$ cat config.mk
export PLATFORM = sky130hd
export DESIGN_NAME = psr_soft_reset_bank
export DESIGN_NICKNAME = d
export VERILOG_FILES = /design/src/shared/psr_pkg.sv /design/src/design/psr_soft_reset_bank.sv
export SDC_FILE = /design/constraint.sdc
export NUM_CORES = 1
export LEC_CHECK = 0
export BUFFER_PORTS_ARGS = -buffer_cell sky130_fd_sc_hd__buf_4
export CAP_MARGIN = 20
export CORE_MARGIN = 4
export CORE_UTILIZATION = 38
export CTS_BUF_LIST = sky130_fd_sc_hd__clkbuf_16
export CTS_CLUSTER_SIZE = 8
export DETAILED_ROUTE_END_ITERATION = 16
export PLACE_DENSITY = 0.81
export REMOVE_ABC_BUFFERS = 1
export SLEW_MARGIN = 40
export SYNTH_ARGS = -nofsm -noshare
export SYNTH_HDL_FRONTEND = slang
export SYNTH_SLANG_ARGS = --single-unit
$ cat constraint.sdc
create_clock -name core_clk -period 2.3 [get_ports core_clk]
set_clock_uncertainty 0.1 [all_clocks]
set_input_delay 0.115 -clock core_clk [delete_from_list [all_inputs] [get_ports core_clk]]
set_output_delay 0.115 -clock core_clk [all_outputs]
set_load 0.005 [all_outputs]
$ cat src/shared/psr_pkg.sv
// Package for the peripheral soft-reset bank: register map, bus encodings and reset output types
`default_nettype none
package psr_pkg;
    localparam logic [11:0] PSR_OFF_CTRL_A = 12'h044;
    localparam logic [11:0] PSR_OFF_CTRL_B = 12'h048;
    localparam logic [31:0] PSR_RESET_VALUE = 32'h00000000;
    localparam int PSR_BIT_CMP_ZERO = 24;
    localparam int PSR_BIT_CNT_TWO = 18;
    localparam int PSR_BIT_CNT_ONE = 17;
    localparam int PSR_BIT_CNT_ZERO = 16;
    localparam int PSR_BIT_TWOWIRE0 = 12;
    localparam int PSR_BIT_SYNCSER0 = 4;
    localparam int PSR_BIT_ASYNC1 = 1;
    localparam int PSR_BIT_ASYNC0 = 0;
    localparam logic [31:0] PSR_IMPL_MASK_A = 32'h01071013;
    localparam logic [31:0] PSR_IMPL_MASK_B = 32'h0000001F;
    localparam logic [1:0] PSR_HTRANS_NONSEQ = 2'h2;
    localparam logic [2:0] PSR_HSIZE_WORD = 3'h2;

    typedef struct packed {
        logic comparatorZero;
        logic gpCounterTwo;
        logic gpCounterOne;
        logic gpCounterZero;
        logic twoWireZero;
        logic syncSerialZero;
        logic asyncSerialOne;
        logic asyncSerialZero;
    } psr_unit_rst_t;

    typedef struct packed {
        logic ioPortE;
        logic ioPortD;
        logic ioPortC;
        logic ioPortB;
        logic ioPortA;
    } psr_port_rst_t;
endpackage : psr_pkg
`default_nettype wire

$ cat src/design/psr_soft_reset_bank.sv
// Peripheral soft-reset bank: two reset-control registers on AHB-Lite
// Behaviour
// - Writes to control A bits ignored where capability mask two marks unit absent.
// - Writes to control B bits ignored where capability mask four marks port absent.
// - Both registers clear to zero on system reset.
// - Bit 24 of control A resets comparator zero.
// - Bits 18, 17, 16 of control A reset counters two, one, zero.
// - Bit 12 of control A resets two-wire unit zero.
// - Bit 4 of control A resets synchronous serial unit zero.
// - Bits 1 and 0 of control A reset async serial one and zero.
// - Bits 4 to 0 of control B reset I/O ports E to A.
// - Unassigned bits are read-only zero; software preserves them.
//
// Chosen here: the AHB-Lite interface to the registers.
`timescale 1ns/1ns
`default_nettype none
module psr_soft_reset_bank
    import psr_pkg::*;
(
    // Clock and reset
    input wire logic core_clk,
    input wire logic rst,
    // AHB-Lite slave
    input wire logic hsel,
    input wire logic [11:0] haddr,
    input wire logic [1:0] htrans,
    input wire logic hwrite,
    input wire logic [2:0] hsize,
    input wire logic [31:0] hwdata,
    input wire logic hready,
    output logic hreadyout,
    output logic hresp,
    output logic [31:0] hrdata,
    // Capability masks, one bit per present unit
    input wire logic [31:0] capabilityMaskTwo,
    input wire logic [31:0] capabilityMaskFour,
    // Reset controls to peripherals, active high
    output psr_unit_rst_t unitRst,
    output psr_port_rst_t portRst
);
    logic [31:0] ctrlA_q;
    logic [31:0] ctrlB_q;
    logic [31:0] ctrlA_d;
    logic [31:0] ctrlB_d;
    logic wrPend_q;
    logic [11:0] wrAddr_q;

    // Present bits take the new value; the rest keep the old one
    function automatic logic [31:0] mergeMasked(
        input logic [31:0] oldVal,
        input logic [31:0] newVal,
        input logic [31:0] wrMask
    );
        return (oldVal & ~wrMask) | (newVal & wrMask);
    endfunction : mergeMasked

    // Unmapped offsets and reserved bits read as zero
    function automatic logic [31:0] readMux(
        input logic [11:0] addr,
        input logic [31:0] regA,
        input logic [31:0] regB
    );
        logic [31:0] value;
        if (addr == PSR_OFF_CTRL_A) begin
            value = regA & PSR_IMPL_MASK_A;
        end else if (addr == PSR_OFF_CTRL_B) begin
            value = regB & PSR_IMPL_MASK_B;
        end else begin
            value = 32'h00000000;
        end
        return value;
    endfunction : readMux

    // Address phase capture; writes land in the data phase
    wire logic addrPhase = hsel && hready && htrans[1];
    wire logic hitA = (wrAddr_q == PSR_OFF_CTRL_A);
    wire logic hitB = (wrAddr_q == PSR_OFF_CTRL_B);
    wire logic [31:0] wrMaskA = PSR_IMPL_MASK_A & capabilityMaskTwo;
    wire logic [31:0] wrMaskB = PSR_IMPL_MASK_B & capabilityMaskFour;

    // Absent units keep their old bit; reserved bits stay zero
    assign ctrlA_d = (wrPend_q && hitA) ?
        mergeMasked(ctrlA_q, hwdata, wrMaskA) : ctrlA_q;
    assign ctrlB_d = (wrPend_q && hitB) ?
        mergeMasked(ctrlB_q, hwdata, wrMaskB) : ctrlB_q;

    always_ff @(posedge core_clk or posedge rst) begin
        if (rst) begin
            wrPend_q <= 1'b0;
            wrAddr_q <= 12'h000;
        end else if (hready) begin
            wrPend_q <= addrPhase && hwrite;
            wrAddr_q <= haddr;
        end
    end

    always_ff @(posedge core_clk or posedge rst) begin
        if (rst) begin
            ctrlA_q <= PSR_RESET_VALUE;
            ctrlB_q <= PSR_RESET_VALUE;
        end else begin
            ctrlA_q <= ctrlA_d;
            ctrlB_q <= ctrlB_d;
        end
    end

    // Read data registered at the address phase; unmapped reads give zero
    wire logic [31:0] rdSel = readMux(haddr, ctrlA_q, ctrlB_q);

    always_ff @(posedge core_clk or posedge rst) begin
        if (rst) begin
            hrdata <= 32'h00000000;
        end else if (addrPhase && !hwrite) begin
            hrdata <= rdSel;
        end
    end

    // Zero-wait slave, always OKAY
    assign hreadyout = 1'b1;
    assign hresp = 1'b0;

    // Reset outputs follow the register bits directly
    assign unitRst = '{
        comparatorZero: ctrlA_q[PSR_BIT_CMP_ZERO],
        gpCounterTwo: ctrlA_q[PSR_BIT_CNT_TWO],
        gpCounterOne: ctrlA_q[PSR_BIT_CNT_ONE],
        gpCounterZero: ctrlA_q[PSR_BIT_CNT_ZERO],
        twoWireZero: ctrlA_q[PSR_BIT_TWOWIRE0],
        syncSerialZero: ctrlA_q[PSR_BIT_SYNCSER0],
        asyncSerialOne: ctrlA_q[PSR_BIT_ASYNC1],
        asyncSerialZero: ctrlA_q[PSR_BIT_ASYNC0]
    };
    assign portRst = ctrlB_q[4:0];

    property p_maskA;
        @(posedge core_clk) disable iff (rst)
        (wrPend_q && hitA)
            |=> (ctrlA_q & ~$past(wrMaskA)) == ($past(ctrlA_q) & ~$past(wrMaskA));
    endproperty
    a_maskA: assert property (p_maskA) else $error("absent unit bit changed");

    property p_maskB;
        @(posedge core_clk) disable iff (rst)
        (wrPend_q && hitB)
            |=> (ctrlB_q & ~$past(wrMaskB)) == ($past(ctrlB_q) & ~$past(wrMaskB));
    endproperty
    a_maskB: assert property (p_maskB) else $error("absent port bit changed");

    property p_writeA;
        @(posedge core_clk) disable iff (rst)
        (wrPend_q && hitA)
            |=> (ctrlA_q & $past(wrMaskA)) == ($past(hwdata) & $past(wrMaskA));
    endproperty
    a_writeA: assert property (p_writeA) else $error("control A write lost");

    property p_writeB;
        @(posedge core_clk) disable iff (rst)
        (wrPend_q && hitB)
            |=> (ctrlB_q & $past(wrMaskB)) == ($past(hwdata) & $past(wrMaskB));
    endproperty
    a_writeB: assert property (p_writeB) else $error("control B write lost");

    property p_resvA;
        @(posedge core_clk) disable iff (rst)
        (ctrlA_q & ~PSR_IMPL_MASK_A) == 32'h00000000;
    endproperty
    a_resvA: assert property (p_resvA) else $error("reserved A bit set");

    property p_resvB;
        @(posedge core_clk) disable iff (rst)
        (ctrlB_q & ~PSR_IMPL_MASK_B) == 32'h00000000;
    endproperty
    a_resvB: assert property (p_resvB) else $error("reserved B bit set");

    property p_hold;
        @(posedge core_clk) disable iff (rst)
        !wrPend_q |=> $stable(ctrlA_q) && $stable(ctrlB_q);
    endproperty
    a_hold: assert property (p_hold) else $error("reset bit moved without write");

    property p_readA;
        @(posedge core_clk) disable iff (rst)
        (addrPhase && !hwrite && haddr == PSR_OFF_CTRL_A && !wrPend_q)
            |=> hrdata == $past(ctrlA_q);
    endproperty
    a_readA: assert property (p_readA) else $error("control A readback wrong");

    property p_outs;
        @(posedge core_clk) disable iff (rst)
        unitRst.comparatorZero == ctrlA_q[PSR_BIT_CMP_ZERO]
            && unitRst.gpCounterTwo == ctrlA_q[PSR_BIT_CNT_TWO]
            && unitRst.asyncSerialZero == ctrlA_q[PSR_BIT_ASYNC0] && portRst.ioPortE == ctrlB_q[4];
    endproperty
    a_outs: assert property (p_outs) else $error("reset output mismatch");

    property p_wrCmp;
        @(posedge core_clk) disable iff (rst)
        (wrPend_q && hitA && capabilityMaskTwo[PSR_BIT_CMP_ZERO])
            |=> unitRst.comparatorZero == $past(hwdata[PSR_BIT_CMP_ZERO]);
    endproperty
    a_wrCmp: assert property (p_wrCmp) else $error("comparator reset wrong");

    property p_wrCntTwo;
        @(posedge core_clk) disable iff (rst)
        (wrPend_q && hitA && capabilityMaskTwo[PSR_BIT_CNT_TWO])
            |=> unitRst.gpCounterTwo == $past(hwdata[PSR_BIT_CNT_TWO]);
    endproperty
    a_wrCntTwo: assert property (p_wrCntTwo) else $error("counter two reset wrong");

    property p_wrCntOne;
        @(posedge core_clk) disable iff (rst)
        (wrPend_q && hitA && capabilityMaskTwo[PSR_BIT_CNT_ONE])
            |=> unitRst.gpCounterOne == $past(hwdata[PSR_BIT_CNT_ONE]);
    endproperty
    a_wrCntOne: assert property (p_wrCntOne) else $error("counter one reset wrong");

    property p_wrCntZero;
        @(posedge core_clk) disable iff (rst)
        (wrPend_q && hitA && capabilityMaskTwo[PSR_BIT_CNT_ZERO])
            |=> unitRst.gpCounterZero == $past(hwdata[PSR_BIT_CNT_ZERO]);
    endproperty
    a_wrCntZero: assert property (p_wrCntZero) else $error("counter zero reset wrong");

    property p_wrTwoWire;
        @(posedge core_clk) disable iff (rst)
        (wrPend_q && hitA && capabilityMaskTwo[PSR_BIT_TWOWIRE0])
            |=> unitRst.twoWireZero == $past(hwdata[PSR_BIT_TWOWIRE0]);
    endproperty
    a_wrTwoWire: assert property (p_wrTwoWire) else $error("two-wire reset wrong");

    property p_wrSync;
        @(posedge core_clk) disable iff (rst)
        (wrPend_q && hitA && capabilityMaskTwo[PSR_BIT_SYNCSER0])
            |=> unitRst.syncSerialZero == $past(hwdata[PSR_BIT_SYNCSER0]);
    endproperty
    a_wrSync: assert property (p_wrSync) else $error("sync serial reset wrong");

    property p_wrAsyncOne;
        @(posedge core_clk) disable iff (rst)
        (wrPend_q && hitA && capabilityMaskTwo[PSR_BIT_ASYNC1])
            |=> unitRst.asyncSerialOne == $past(hwdata[PSR_BIT_ASYNC1]);
    endproperty
    a_wrAsyncOne: assert property (p_wrAsyncOne) else $error("async one reset wrong");

    property p_wrAsyncZero;
        @(posedge core_clk) disable iff (rst)
        (wrPend_q && hitA && capabilityMaskTwo[PSR_BIT_ASYNC0])
            |=> unitRst.asyncSerialZero == $past(hwdata[PSR_BIT_ASYNC0]);
    endproperty
    a_wrAsyncZero: assert property (p_wrAsyncZero) else $error("async zero reset wrong");

    property p_wrPorts;
        @(posedge core_clk) disable iff (rst)
        (wrPend_q && hitB) |=> (portRst & $past(capabilityMaskFour[4:0]))
            == ($past(hwdata[4:0]) & $past(capabilityMaskFour[4:0]));
    endproperty
    a_wrPorts: assert property (p_wrPorts) else $error("port reset wrong");

    property p_pendSet;
        @(posedge core_clk) disable iff (rst)
        (addrPhase && hwrite) |=> wrPend_q;
    endproperty
    a_pendSet: assert property (p_pendSet) else $error("write address phase missed");

    property p_pendIdle;
        @(posedge core_clk) disable iff (rst)
        (hready && !(addrPhase && hwrite)) |=> !wrPend_q;
    endproperty
    a_pendIdle: assert property (p_pendIdle) else $error("write without request");

    property p_readB;
        @(posedge core_clk) disable iff (rst)
        (addrPhase && !hwrite && haddr == PSR_OFF_CTRL_B)
            |=> hrdata == $past(ctrlB_q);
    endproperty
    a_readB: assert property (p_readB) else $error("control B readback wrong");

    property p_readNone;
        @(posedge core_clk) disable iff (rst)
        (addrPhase && !hwrite && haddr != PSR_OFF_CTRL_A && haddr != PSR_OFF_CTRL_B)
            |=> hrdata == 32'h00000000;
    endproperty
    a_readNone: assert property (p_readNone) else $error("unmapped read not zero");

    property p_rdHold;
        @(posedge core_clk) disable iff (rst)
        !(addrPhase && !hwrite) |=> $stable(hrdata);
    endproperty
    a_rdHold: assert property (p_rdHold) else $error("read data moved");

    property p_wrNone;
        @(posedge core_clk) disable iff (rst)
        (wrPend_q && !hitA && !hitB) |=> $stable(ctrlA_q) && $stable(ctrlB_q);
    endproperty
    a_wrNone: assert property (p_wrNone) else $error("unmapped write landed");

    property p_onlyA;
        @(posedge core_clk) disable iff (rst)
        (wrPend_q && hitA) |=> $stable(ctrlB_q);
    endproperty
    a_onlyA: assert property (p_onlyA) else $error("control B hit by A write");

    property p_onlyB;
        @(posedge core_clk) disable iff (rst)
        (wrPend_q && hitB) |=> $stable(ctrlA_q);
    endproperty
    a_onlyB: assert property (p_onlyB) else $error("control A hit by B write");

    property p_rstClear;
        @(posedge core_clk)
        $fell(rst) |-> ctrlA_q == PSR_RESET_VALUE && ctrlB_q == PSR_RESET_VALUE
            && hrdata == 32'h00000000;
    endproperty
    a_rstClear: assert property (p_rstClear) else $error("state not clear after reset");
endmodule : psr_soft_reset_bank
`default_nettype wire

Word-level counts from Yosys, hierarchy flattened:

Cells that the tools add are included.
Widths: inputs -> output; s select.

* eq/ne operators: 4
* multiplexer cells: 2
* bitwise gates (word level): 8
* reduce and logical (&&, ||, !) cells: 7

Operator list (count)
* $and 32x32->32: 2
* $or 32x32->32: 2
* $eq 12x7->1 const B: 4
* $and 32x25->32: 1
* $and 32x5->32: 1
* $mux 32: 1
* $not 25->32: 1
* $not 5->32: 1
* $logic_and 1x1->1: 6
* $mux 5: 1
* $logic_not 1->1: 1

* bits in registers: 109
* output and inout bits: 47

Logic depth before layout (Yosys ltp):

Gate-level depths: netlist (run 1).

* depth in word-level cells: 3
* mapped depth: 5
* depth with buffers taken out: 3

Least setup slack after synthesis (run 1):

No wires, ideal clock.

* kind: reg-to-reg
* start point: register wrAddr_q[1]
* end point: register (tool-made name)
* data arrival time: 1649 ps
* setup slack: 423 ps
* stages on the path, launching flop included: 5
* path buffers: 1
* path through: dfrtp_1 > or4b_4 > buf_6 > nor4_2 > mux2_1

RTL lines
* start: declaration: RTL line psr_soft_reset_bank.sv:46 `logic [11:0] wrAddr_q;`
* start signal: assignment: RTL line psr_soft_reset_bank.sv:93 `wrAddr_q <= haddr;`

Worst setup path after layout (run 1):

* start point: input port haddr[4]
* end point: register hrdata[1]

* cells in the longest elaborated chain, start to end: 3
* elaborated cells between the ends (all ways): 4
* those cells by class: eq/ne: 2; mux: 2

Ends and longest elaborated chain
* start: declaration: RTL line psr_soft_reset_bank.sv:25 `input wire logic [11:0] haddr,`
* $eq 12x7->1: RTL line psr_soft_reset_bank.sv:66 `end else if (addr == PSR_OFF_CTRL_B) begin`
* $mux 5: RTL line psr_soft_reset_bank.sv:66
* $mux 32 *: RTL line psr_soft_reset_bank.sv:64 `if (addr == PSR_OFF_CTRL_A) begin`
* end signal: assignment: RTL line psr_soft_reset_bank.sv:114 `hrdata <= rdSel;`
* end: declaration: RTL line psr_soft_reset_bank.sv:33 `output logic [31:0] hrdata,`

Mark *: on every way between the ends. The rest lies on a longest branch, timed or not.
A chain may end at the register's enable or synchronous reset.

==> metrics, run 1 <==
status=completed; hold path startpoint=haddr[0]; Die X=78.4 um; # port buffers=63; clk buf depth=2; Slew Limit Fails=0; Fin Setup TNS=0 ns; total power=1470 uW; Post-DP Area=0.00231 mm^2; CTS H-tree lvls=2; post-route insts no fill=318; initial antenna violation count=0; Post-DP HPWL=3280 um; Placer Congestion=0.698; Nets=369; # rows=25; kind of cell adding the most delay to the critical path=simple AND/OR/NAND/NOR gates; unrepaired setup endpoints after global routing=false; Core Box Area=0.00475 mm^2; register area=901 um^2; CTS clk-pin slew, worst paths=0.05 ns; kind of critical path=primary input to flip-flop; n_diodes=0; hold path endpoint=wrAddr_q[0]; share of cells above drive strength 1=36.7%; CP peak stage delay=0.54 ns; cts bufs inserted=5; Remaining Overflow, GRT=0; critical path required time=2.37 ns; RR Startpoint=wrAddr_q[4]; Worst-Margin Slew=0.594 ns; worst setup margin=0.340 ns; Hold/Removal Path Class=primary input to flip-flop; pwr/cell area=559 mW/mm^2; full die area=0.00614 mm^2; #FFs+latches synth=36; via count of the first global-routing pass=1523; Vias=1496; Initial DRT Pass Iterations=4; Max Freq=0.510 GHz; # IOs=165; starting density of the core=39.6%; wire length per cell=14.6 um; first-pass GRT wire length=7420 um; CTS Root Cell=clkbuf_16; Tcrit/Tclk final=85.2%; post-synthesis cell type count=21; Arr. time, crit path=2.03 ns; Total Routing Usage GR=15.5%; multi-input logic area=771 um^2; crit-path cells=dlygate4sd3_1 -> buf_4 -> nor4b_1 -> nand4b_1 -> o221ai_1; Fin. Hold Viols=0; Die Height=78.4 um; Crit Path Max Fanout=8; crit end category=flip-flop; Seq/Total Area, Yosys=47.9%; Filler Cells Inserted=415; area grow syn2layout=39.5%; Place WS=0.354 ns; TritonCTS clock tree=built; Max VDD drop=0.350 mV; critical path's slowest cell=dlygate4sd3_1; WP buf/inv=2; yosys warns=0; final wirelength=4650 um; most common library cell in the layout ignoring fill and taps=buf_4; Worst slew margin=60.4%; Critical Path Start Type=primary input; most frequent cells in the layout=buf_4 (65), dfrtp_1 (36), conb_1 (24); DRT iter0 DRCs=25; mapped cell area=0.00188 mm^2; Synth Instances=171; Routed Antenna Nets=0; Inst Count DP=293; largest cells by area after synthesis=dfrtp_1 (48%), buf_4 (9.6%), mux2_2 (9.0%); DRC Markers=0; TritonCTS Sinks=36; Via density=4.70; syn avg cell area=11.0 um^2; cts repair resizes=0; Max-Cap Viols=0; final setup fails=0; Setup Buffers After CTS=0; top cell type's share of synthesized area=47.9%; clock latency on the worst-skew pair=0.27 ns; path depth of the worst reg2reg path=3; hold depth=2; R2R setup slack=0.34 ns; Final Instance Area=0.00263 mm^2; leading area contributor after synthesis=dfrtp_1; cts hold-fix bufs=18; Leakage=0.00123 uW; largest net degree at the start of global routing=37; Min Clock Period, post-route=1.96 ns
-- final cells by class --
type	instances	area share (%)
clock buffers	5	4.77
flip-flops and latches	36	34.3
inverters	18	2.57
repair buffers	83	25.5
clock inverters	2	0.334
well taps	67	3.19
multi-input cells	107	29.4
-- logic make-up after synthesis --
group	share of synthesized area [%]
AOI/OAI and AO/OA	3.52
muxes	14.6
and+or+nand+nor	18.1
buffers and inverters	15.6
other	0.399
DFF	47.9
-- synth_stat cells --
cell type	instances
nor4b_1	3
or3_1	1
inv_1	18
nand3b_1	13
mux2_1	4
buf_1	1
buf_4	24
mux2_2	15
nand4b_1	3
nand2_1	10
dfrtp_1	36
mux2i_1	6
nor4_1	10
or4b_4	2
nand4_1	1
clkbuf_1	5
o221ai_1	3
o21ai_0	8
conb_1	2
nor4_2	4
buf_6	2
-- metal layers --
layer / up-vias / global-route usage (%) / part of all wire, %
li1: 702 / - / -
met2: 60 / 26.1 / 50
met3: 2 / 4.36 / 7.5
met1: 732 / 18.9 / 42
met4: 0 / 5.77 / 0.15
met5: - / 0 / 0
-- through the flow --
stage | util [%] | hold WS, ns
finish | 55.2 | 0.000456
global route | 55.2 | 0.00586
CTS | 55.2 | 0.00318
detailed placement | 48.6 | 0.158
global placement | 48.6 | 0.151
floorplan | - | 0.122
-- worst max path at each step --
stage | start | endpoint | slack, ns | cells past startpoint
6_report | haddr[4] | hrdata[1] | 0.34 | 5
5_1_grt | haddr[4] | hrdata[18] | 0.18 | 5
4_1_cts | haddr[4] | hrdata[1] | 0.30 | 5
3_5_place_dp | wrAddr_q[1] | flip-flop | 0.35 | 3
3_3_place_gp | wrAddr_q[1] | flip-flop | 0.34 | 3
2_1_floorplan | wrAddr_q[1] | flip-flop | 0.45 | 3
-- where the power goes --
group	internal [uW]	switching, uW	leakage, uW	total [uW]
clock	388	223	0.0000709	611
combinational	102	73.9	0.000712	175
sequential	657	24.2	0.000444	681
-- worst reg2reg max path: stages, from the launching register on --
cell and delay (ns):
dfrtp_1 0.38, or4b_4 0.66, nor4_1 0.33, mux2_2 0.37
(Power assumes the default switching activity.)
==> run 2, diff against run 1 <==
--- a/config.mk
+++ b/config.mk
@@ -7,12 +7,13 @@
 export LEC_CHECK = 0
 export BUFFER_PORTS_ARGS = -buffer_cell sky130_fd_sc_hd__buf_4
 export CAP_MARGIN = 20
+export CORE_ASPECT_RATIO = 1.5
 export CORE_MARGIN = 4
 export CORE_UTILIZATION = 38
 export CTS_BUF_LIST = sky130_fd_sc_hd__clkbuf_16
 export CTS_CLUSTER_SIZE = 8
 export DETAILED_ROUTE_END_ITERATION = 16
-export PLACE_DENSITY = 0.81
+export PLACE_DENSITY_LB_ADDON = 0.08
 export REMOVE_ABC_BUFFERS = 1
 export SLEW_MARGIN = 40
 export SYNTH_ARGS = -nofsm -noshare
==> run 2 against run 1 <==
Count of clock-buffer cells in the layout is the same. Non-clock buffer count grew 1. Sequential share of layout area is the same. Worst setup slack lost 0.084 ns.
==> metrics, run 2 (same netlist as run 1, synthesis figures left out) <==
R2R setup slack=0.26 ns (-0.08 ns); starting density of the core=39.1% (-0.45 points); CTS Root Cell=clkbuf_16; critical path required time=2.36 ns (about the same); Cell Int Power=1140 uW (-0.43%); RR Startpoint=wrAddr_q[1]; Vias=1471 (-1.7%); hold depth=3 (+1); cts repair resizes=0 (unchanged); Worst-Margin Slew=0.596 ns (+0.00234 ns); DR top layer=met4; cts bufs inserted=5 (unchanged); Final Instance Area=0.00263 mm^2 (unchanged); crit end category=flip-flop; Filler Cells Inserted=474 (+14%); Arr. time, crit path=2.10 ns (+0.07 ns); Hold/Removal Path Class=primary input to flip-flop; Initial DRT Pass Iterations=4 (unchanged); Slew Limit Fails=0 (unchanged); n_diodes=0 (unchanged); TritonCTS clock tree=built; final setup fails=0 (unchanged); # rows=31 (+24%); Max Freq=0.489 GHz (-4.1%); status=completed; Min Clock Period, post-route=2.04 ns (+0.0837 ns); clk buf depth=2 (unchanged); # IOs=165 (unchanged); P_sw=319 uW (-0.64%); Die X=65.5 um (-16%); first-pass GRT wire length=7450 um (+0.38%); met3 WL=311 um (-11%); most frequent cells in the layout=buf_4 (65), dfrtp_1 (36), conb_1 (24); total power=1460 uW (-0.48%); Via density=4.66 (-1.0%); met2 WL=2550 um (+9.8%); Remaining Overflow, GRT=0 (unchanged); via count of the first global-routing pass=1527 (+0.26%); area grow syn2layout=39.5% (unchanged); worst hold slack=0.0117 ns (+0.0113 ns); Post-DP Area=0.00231 mm^2 (about the same); Max-Cap Viols=0 (unchanged); Post-DP HPWL=3340 um (+1.8%); Clk network pwr share=41.3% (-0.3 points); Die Height=94.2 um (+20%); Tcrit/Tclk final=88.8% (+3.6 points); Placer Congestion=0.760 (+8.8%); initial antenna violation count=0 (unchanged); final wirelength=4740 um (+2.1%); DRC Markers=0 (unchanged); # port buffers=63 (unchanged); full die area=0.00616 mm^2 (+0.37%); path depth of the worst reg2reg path=3 (unchanged); Sequential Power Share=46.6% (+0.2 points); Sw Share=21.9% (-0.036 points); Total Routing Usage GR=15.9% (+0.43 points); Crit Path Max Fanout=13 (+5); Setup Buffers After CTS=0 (unchanged); CTS clk-pin slew, worst paths=0.05 ns (about the same); Worst slew margin=60.3% (-0.16 points); Nets=370 (+0.27%); DRT iter0 DRCs=52 (+110%); TritonCTS Sinks=36 (unchanged); multi-input logic area=771 um^2 (unchanged); most common library cell in the layout ignoring fill and taps=buf_4; kind of critical path=flip-flop to flip-flop; pwr/cell area=557 mW/mm^2 (-0.48%); Fin. Hold Viols=0 (unchanged); Comb pwr share=12.1% (about the same); clock latency on the worst-skew pair=0.27 ns (about the same); wire length per cell=15.0 um (+2.7%); Routed Antenna Nets=0 (unchanged); unrepaired setup endpoints after global routing=false; hold path endpoint=wrPend_q; hold path startpoint=hsel; Fin Setup TNS=0 ns (unchanged); Leakage=0.00122 uW (-0.41%); share of cells above drive strength 1=36.4% (-0.25 points); Max VDD drop=0.376 mV (+7.4%); CTS H-tree lvls=2 (unchanged); Critical Path Start Type=flip-flop; Metal-1 WL=1830 um (-7.5%); register area=901 um^2 (unchanged); Core Box Area=0.00481 mm^2 (+1.2%); largest net degree at the start of global routing=37 (unchanged)
==> run 2: how the worst max path moves through the flow <==
stage | from | to | slack, ns | depth (start not counted)
finish | wrAddr_q[1] | flip-flop | 0.26 | 3
detailed placement | wrAddr_q[1] | flip-flop | 0.26 | 3
CTS | wrAddr_q[1] | flip-flop | 0.24 | 3
floorplan | wrAddr_q[1] | flip-flop | 0.45 | 3
global route | haddr[4] | hrdata[1] | 0.15 | 5
global placement | wrAddr_q[1] | flip-flop | 0.29 | 3
==> run 2: per-stage QoR <==
stage	worst slack, ns	util [%]	cells
finish	0.257	54.6	316
global route	0.147	54.6	316
CTS	0.243	54.6	316
detailed placement	0.262	48.0	292
global placement	0.290	48.0	292
floorplan	0.447	-	161
==> run 2: area by class of cell <==
| type | count | share of cell area, % |
|---|---|---|
| Sequential cell | 36 | 34.3 |
| Inverter | 18 | 2.57 |
| Clock buffer | 5 | 4.77 |
| Timing Repair Buffer | 84 | 25.8 |
| Tap cell | 66 | 3.15 |
| Multi-Input combinational cell | 107 | 29.4 |
==> run 2: repair_timing <==
item | in CTS | in global routing
hold buffers | 19 | 0
endpoints found under the hold margin | 54 | 0
setup endpoints to repair | 0 | 0
==> run 2: metal layers <==
metal | track usage (%) | up-vias
li1 | - | 702
met3 | 4.19 | 6
met4 | 5.88 | 0
met2 | 27.6 | 61
met5 | 0 | -
met1 | 18.6 | 702
==> run 2: critical path, cell delays in order, from the launching register on <==
cell	delay, ns
dfrtp_1	0.38
or4b_4	0.66
nor4_1	0.41
mux2_2	0.38
==> run 2: power groups by stage <==
stage          Clock [uW]  Combinational [uW]  Sequential, uW
4_1_cts               623                 177             681
5_1_grt               648                 194             685
6_report              604                 176             681
3_5_place_dp            0                 151             691
3_3_place_gp            0                 147             689
2_1_floorplan           0                73.2             682
==> run 3, diff against run 2 <==
--- a/config.mk
+++ b/config.mk
@@ -10,7 +10,6 @@
 export CORE_ASPECT_RATIO = 1.5
 export CORE_MARGIN = 4
 export CORE_UTILIZATION = 38
-export CTS_BUF_LIST = sky130_fd_sc_hd__clkbuf_16
 export CTS_CLUSTER_SIZE = 8
 export DETAILED_ROUTE_END_ITERATION = 16
 export PLACE_DENSITY_LB_ADDON = 0.08
==> run 3 against run 2 <==
Register-to-register slack hardly changed. First-iteration DRC count is 5.8% higher. Clock power decreased by 35%. Sequential share of layout area increased by 0.35 points. Worst setup slack lost 0.0016 ns. Global-route usage down 0.25 points. Hold slack worse by 0.0020 ns. Critical path type unchanged.
==> metrics, run 3 (same netlist as run 1, synthesis figures left out) <==
status=completed; Max VDD drop=0.391 mV (+4.0%); total power=1250 uW (-14%); multi-input logic area=771 um^2 (unchanged); Nets=373 (+0.81%); crit-path cells=or4b_4 -> nor4_1 -> mux2_2; Hold/Removal Path Class=primary input to flip-flop; first-pass GRT wire length=7360 um (-1.1%); register area=901 um^2 (unchanged); # IOs=165 (unchanged); Routed Antenna Nets=0 (unchanged); Remaining Overflow, GRT=0 (unchanged); n_diodes=0 (unchanged); Inst Count DP=292 (unchanged); cts bufs inserted=5 (unchanged); unrepaired setup endpoints after global routing=false; CP Depth=3 (unchanged); WP buf/inv=0 (unchanged); Die Height=94.2 um (unchanged); most common library cell in the layout ignoring fill and taps=buf_4; Leakage=0.00121 uW (-1.1%); share of cells above drive strength 1=36.0% (-0.43 points); Slew Limit Fails=0 (unchanged); most frequent cells in the layout=buf_4 (65), dfrtp_1 (36), conb_1 (24); CP peak stage delay=0.66 ns (about the same); # port buffers=63 (unchanged); DRT iter0 DRCs=55 (+5.8%); R2R setup slack=0.26 ns (about the same); Fin Setup TNS=0 ns (unchanged); Worst-Margin Slew=0.590 ns (-0.00565 ns); cts hold-fix bufs=22 (+3); path depth of the worst reg2reg path=3 (unchanged); CTS H-tree lvls=2 (unchanged); cts repair resizes=0 (unchanged); Via density=4.62 (-0.67%); via count of the first global-routing pass=1525 (-0.13%); DRC Markers=0 (unchanged); kind of critical path=flip-flop to flip-flop; initial antenna violation count=0 (unchanged); Tcrit/Tclk final=88.9% (about the same); Worst slew margin=60.6% (+0.38 points); starting density of the core=39.1% (unchanged); largest net degree at the start of global routing=37 (unchanged); Post-DP Area=0.00231 mm^2 (unchanged); Initial DRT Pass Iterations=4 (unchanged); wire length per cell=14.6 um (-2.7%); Critical Path Start Type=flip-flop; pwr/cell area=483 mW/mm^2 (-13%); CTS Root Cell=clkbuf_8; final setup fails=0 (unchanged); Core Box Area=0.00481 mm^2 (unchanged); Setup Buffers After CTS=0 (unchanged); Filler Cells Inserted=474 (unchanged); post-route insts no fill=319 (+0.95%); hold depth=3 (unchanged); kind of cell adding the most delay to the critical path=simple AND/OR/NAND/NOR gates; area grow syn2layout=38.1%; Placer Congestion=0.760 (unchanged); Max Freq=0.489 GHz (about the same); Post-DP HPWL=3340 um (unchanged); clk buf depth=2 (unchanged); Arr. time, crit path=2.11 ns (about the same); full die area=0.00616 mm^2 (unchanged); clock latency on the worst-skew pair=0.28 ns (about the same); TritonCTS Sinks=36 (unchanged); Vias=1475 (+0.27%); worst hold slack=0.00973 ns (-0.00201 ns); CTS clk-pin slew, worst paths=0.07 ns (+0.02 ns); Max-Cap Viols=0 (unchanged); Final Instance Area=0.00260 mm^2 (-1.0%); critical path's slowest cell=or4b_4; Fin. Hold Viols=0 (unchanged); Crit Path Max Fanout=13 (unchanged); crit end category=flip-flop; final wirelength=4660 um (-1.8%); Total Routing Usage GR=15.7% (-0.25 points); Die X=65.5 um (unchanged); critical path required time=2.36 ns (about the same); TritonCTS clock tree=built; # rows=31 (unchanged); Min Clock Period, post-route=2.04 ns (+0.00156 ns)
## run 3: changes by cell type in the layout (fill, tap and decap cells not counted)
cell           delta
clkbuf_16         -5
clkbuf_8          +5
dlygate4sd3_1     +3
## run 3: worst paths after layout
kind	from	end
max	wrAddr_q[1]	flip-flop
min	hwrite	wrPend_q
max reg2reg	wrAddr_q[1]	flip-flop
min reg2reg	hrdata[12]	hrdata[12]
max in group asynchronous	rst	wrAddr_q[7]
min in group asynchronous	rst	wrPend_q
## run 3: final cells by class
class / count / share of cell area (%)
Clock buffer: 5 / 2.65
Inverter: 18 / 2.60
Multi-Input combinational cell: 107 / 29.7
Sequential cell: 36 / 34.7
Tap cell: 66 / 3.18
Timing Repair Buffer: 87 / 27.3
## run 3: stage by stage
step	util, %	setup WS, ns
2_1_floorplan	-	0.447
3_5_place_dp	48.0	0.262
6_report	54.0	0.255
4_1_cts	54.0	0.240
3_3_place_gp	48.0	0.290
5_1_grt	54.0	0.162
## run 3: worst reg2reg max path, stage by stage, from the launching register on
cell and delay, ns:
dfrtp_1 0.38, or4b_4 0.66, nor4_1 0.41, mux2_2 0.38
## run 3: where the power goes
| group | internal (uW) | switching, uW | total, uW |
|---|---|---|---|
| clock | 195 | 200 | 395 |
| combinational | 106 | 73.9 | 180 |
| sequential | 656 | 23.9 | 680 |
| total | 957 | 298 | 1250 |
## run 3: layer usage
layer	vias to the layer above	wire length, um	share of wire (%)	global-route usage (%)
li1	708	-	-	-
met1	700	1810	39	17.7
met2	61	2490	53	28.6
met3	6	304	6.5	3.83
met4	0	53	1.1	4.67
met5	-	0	0	0
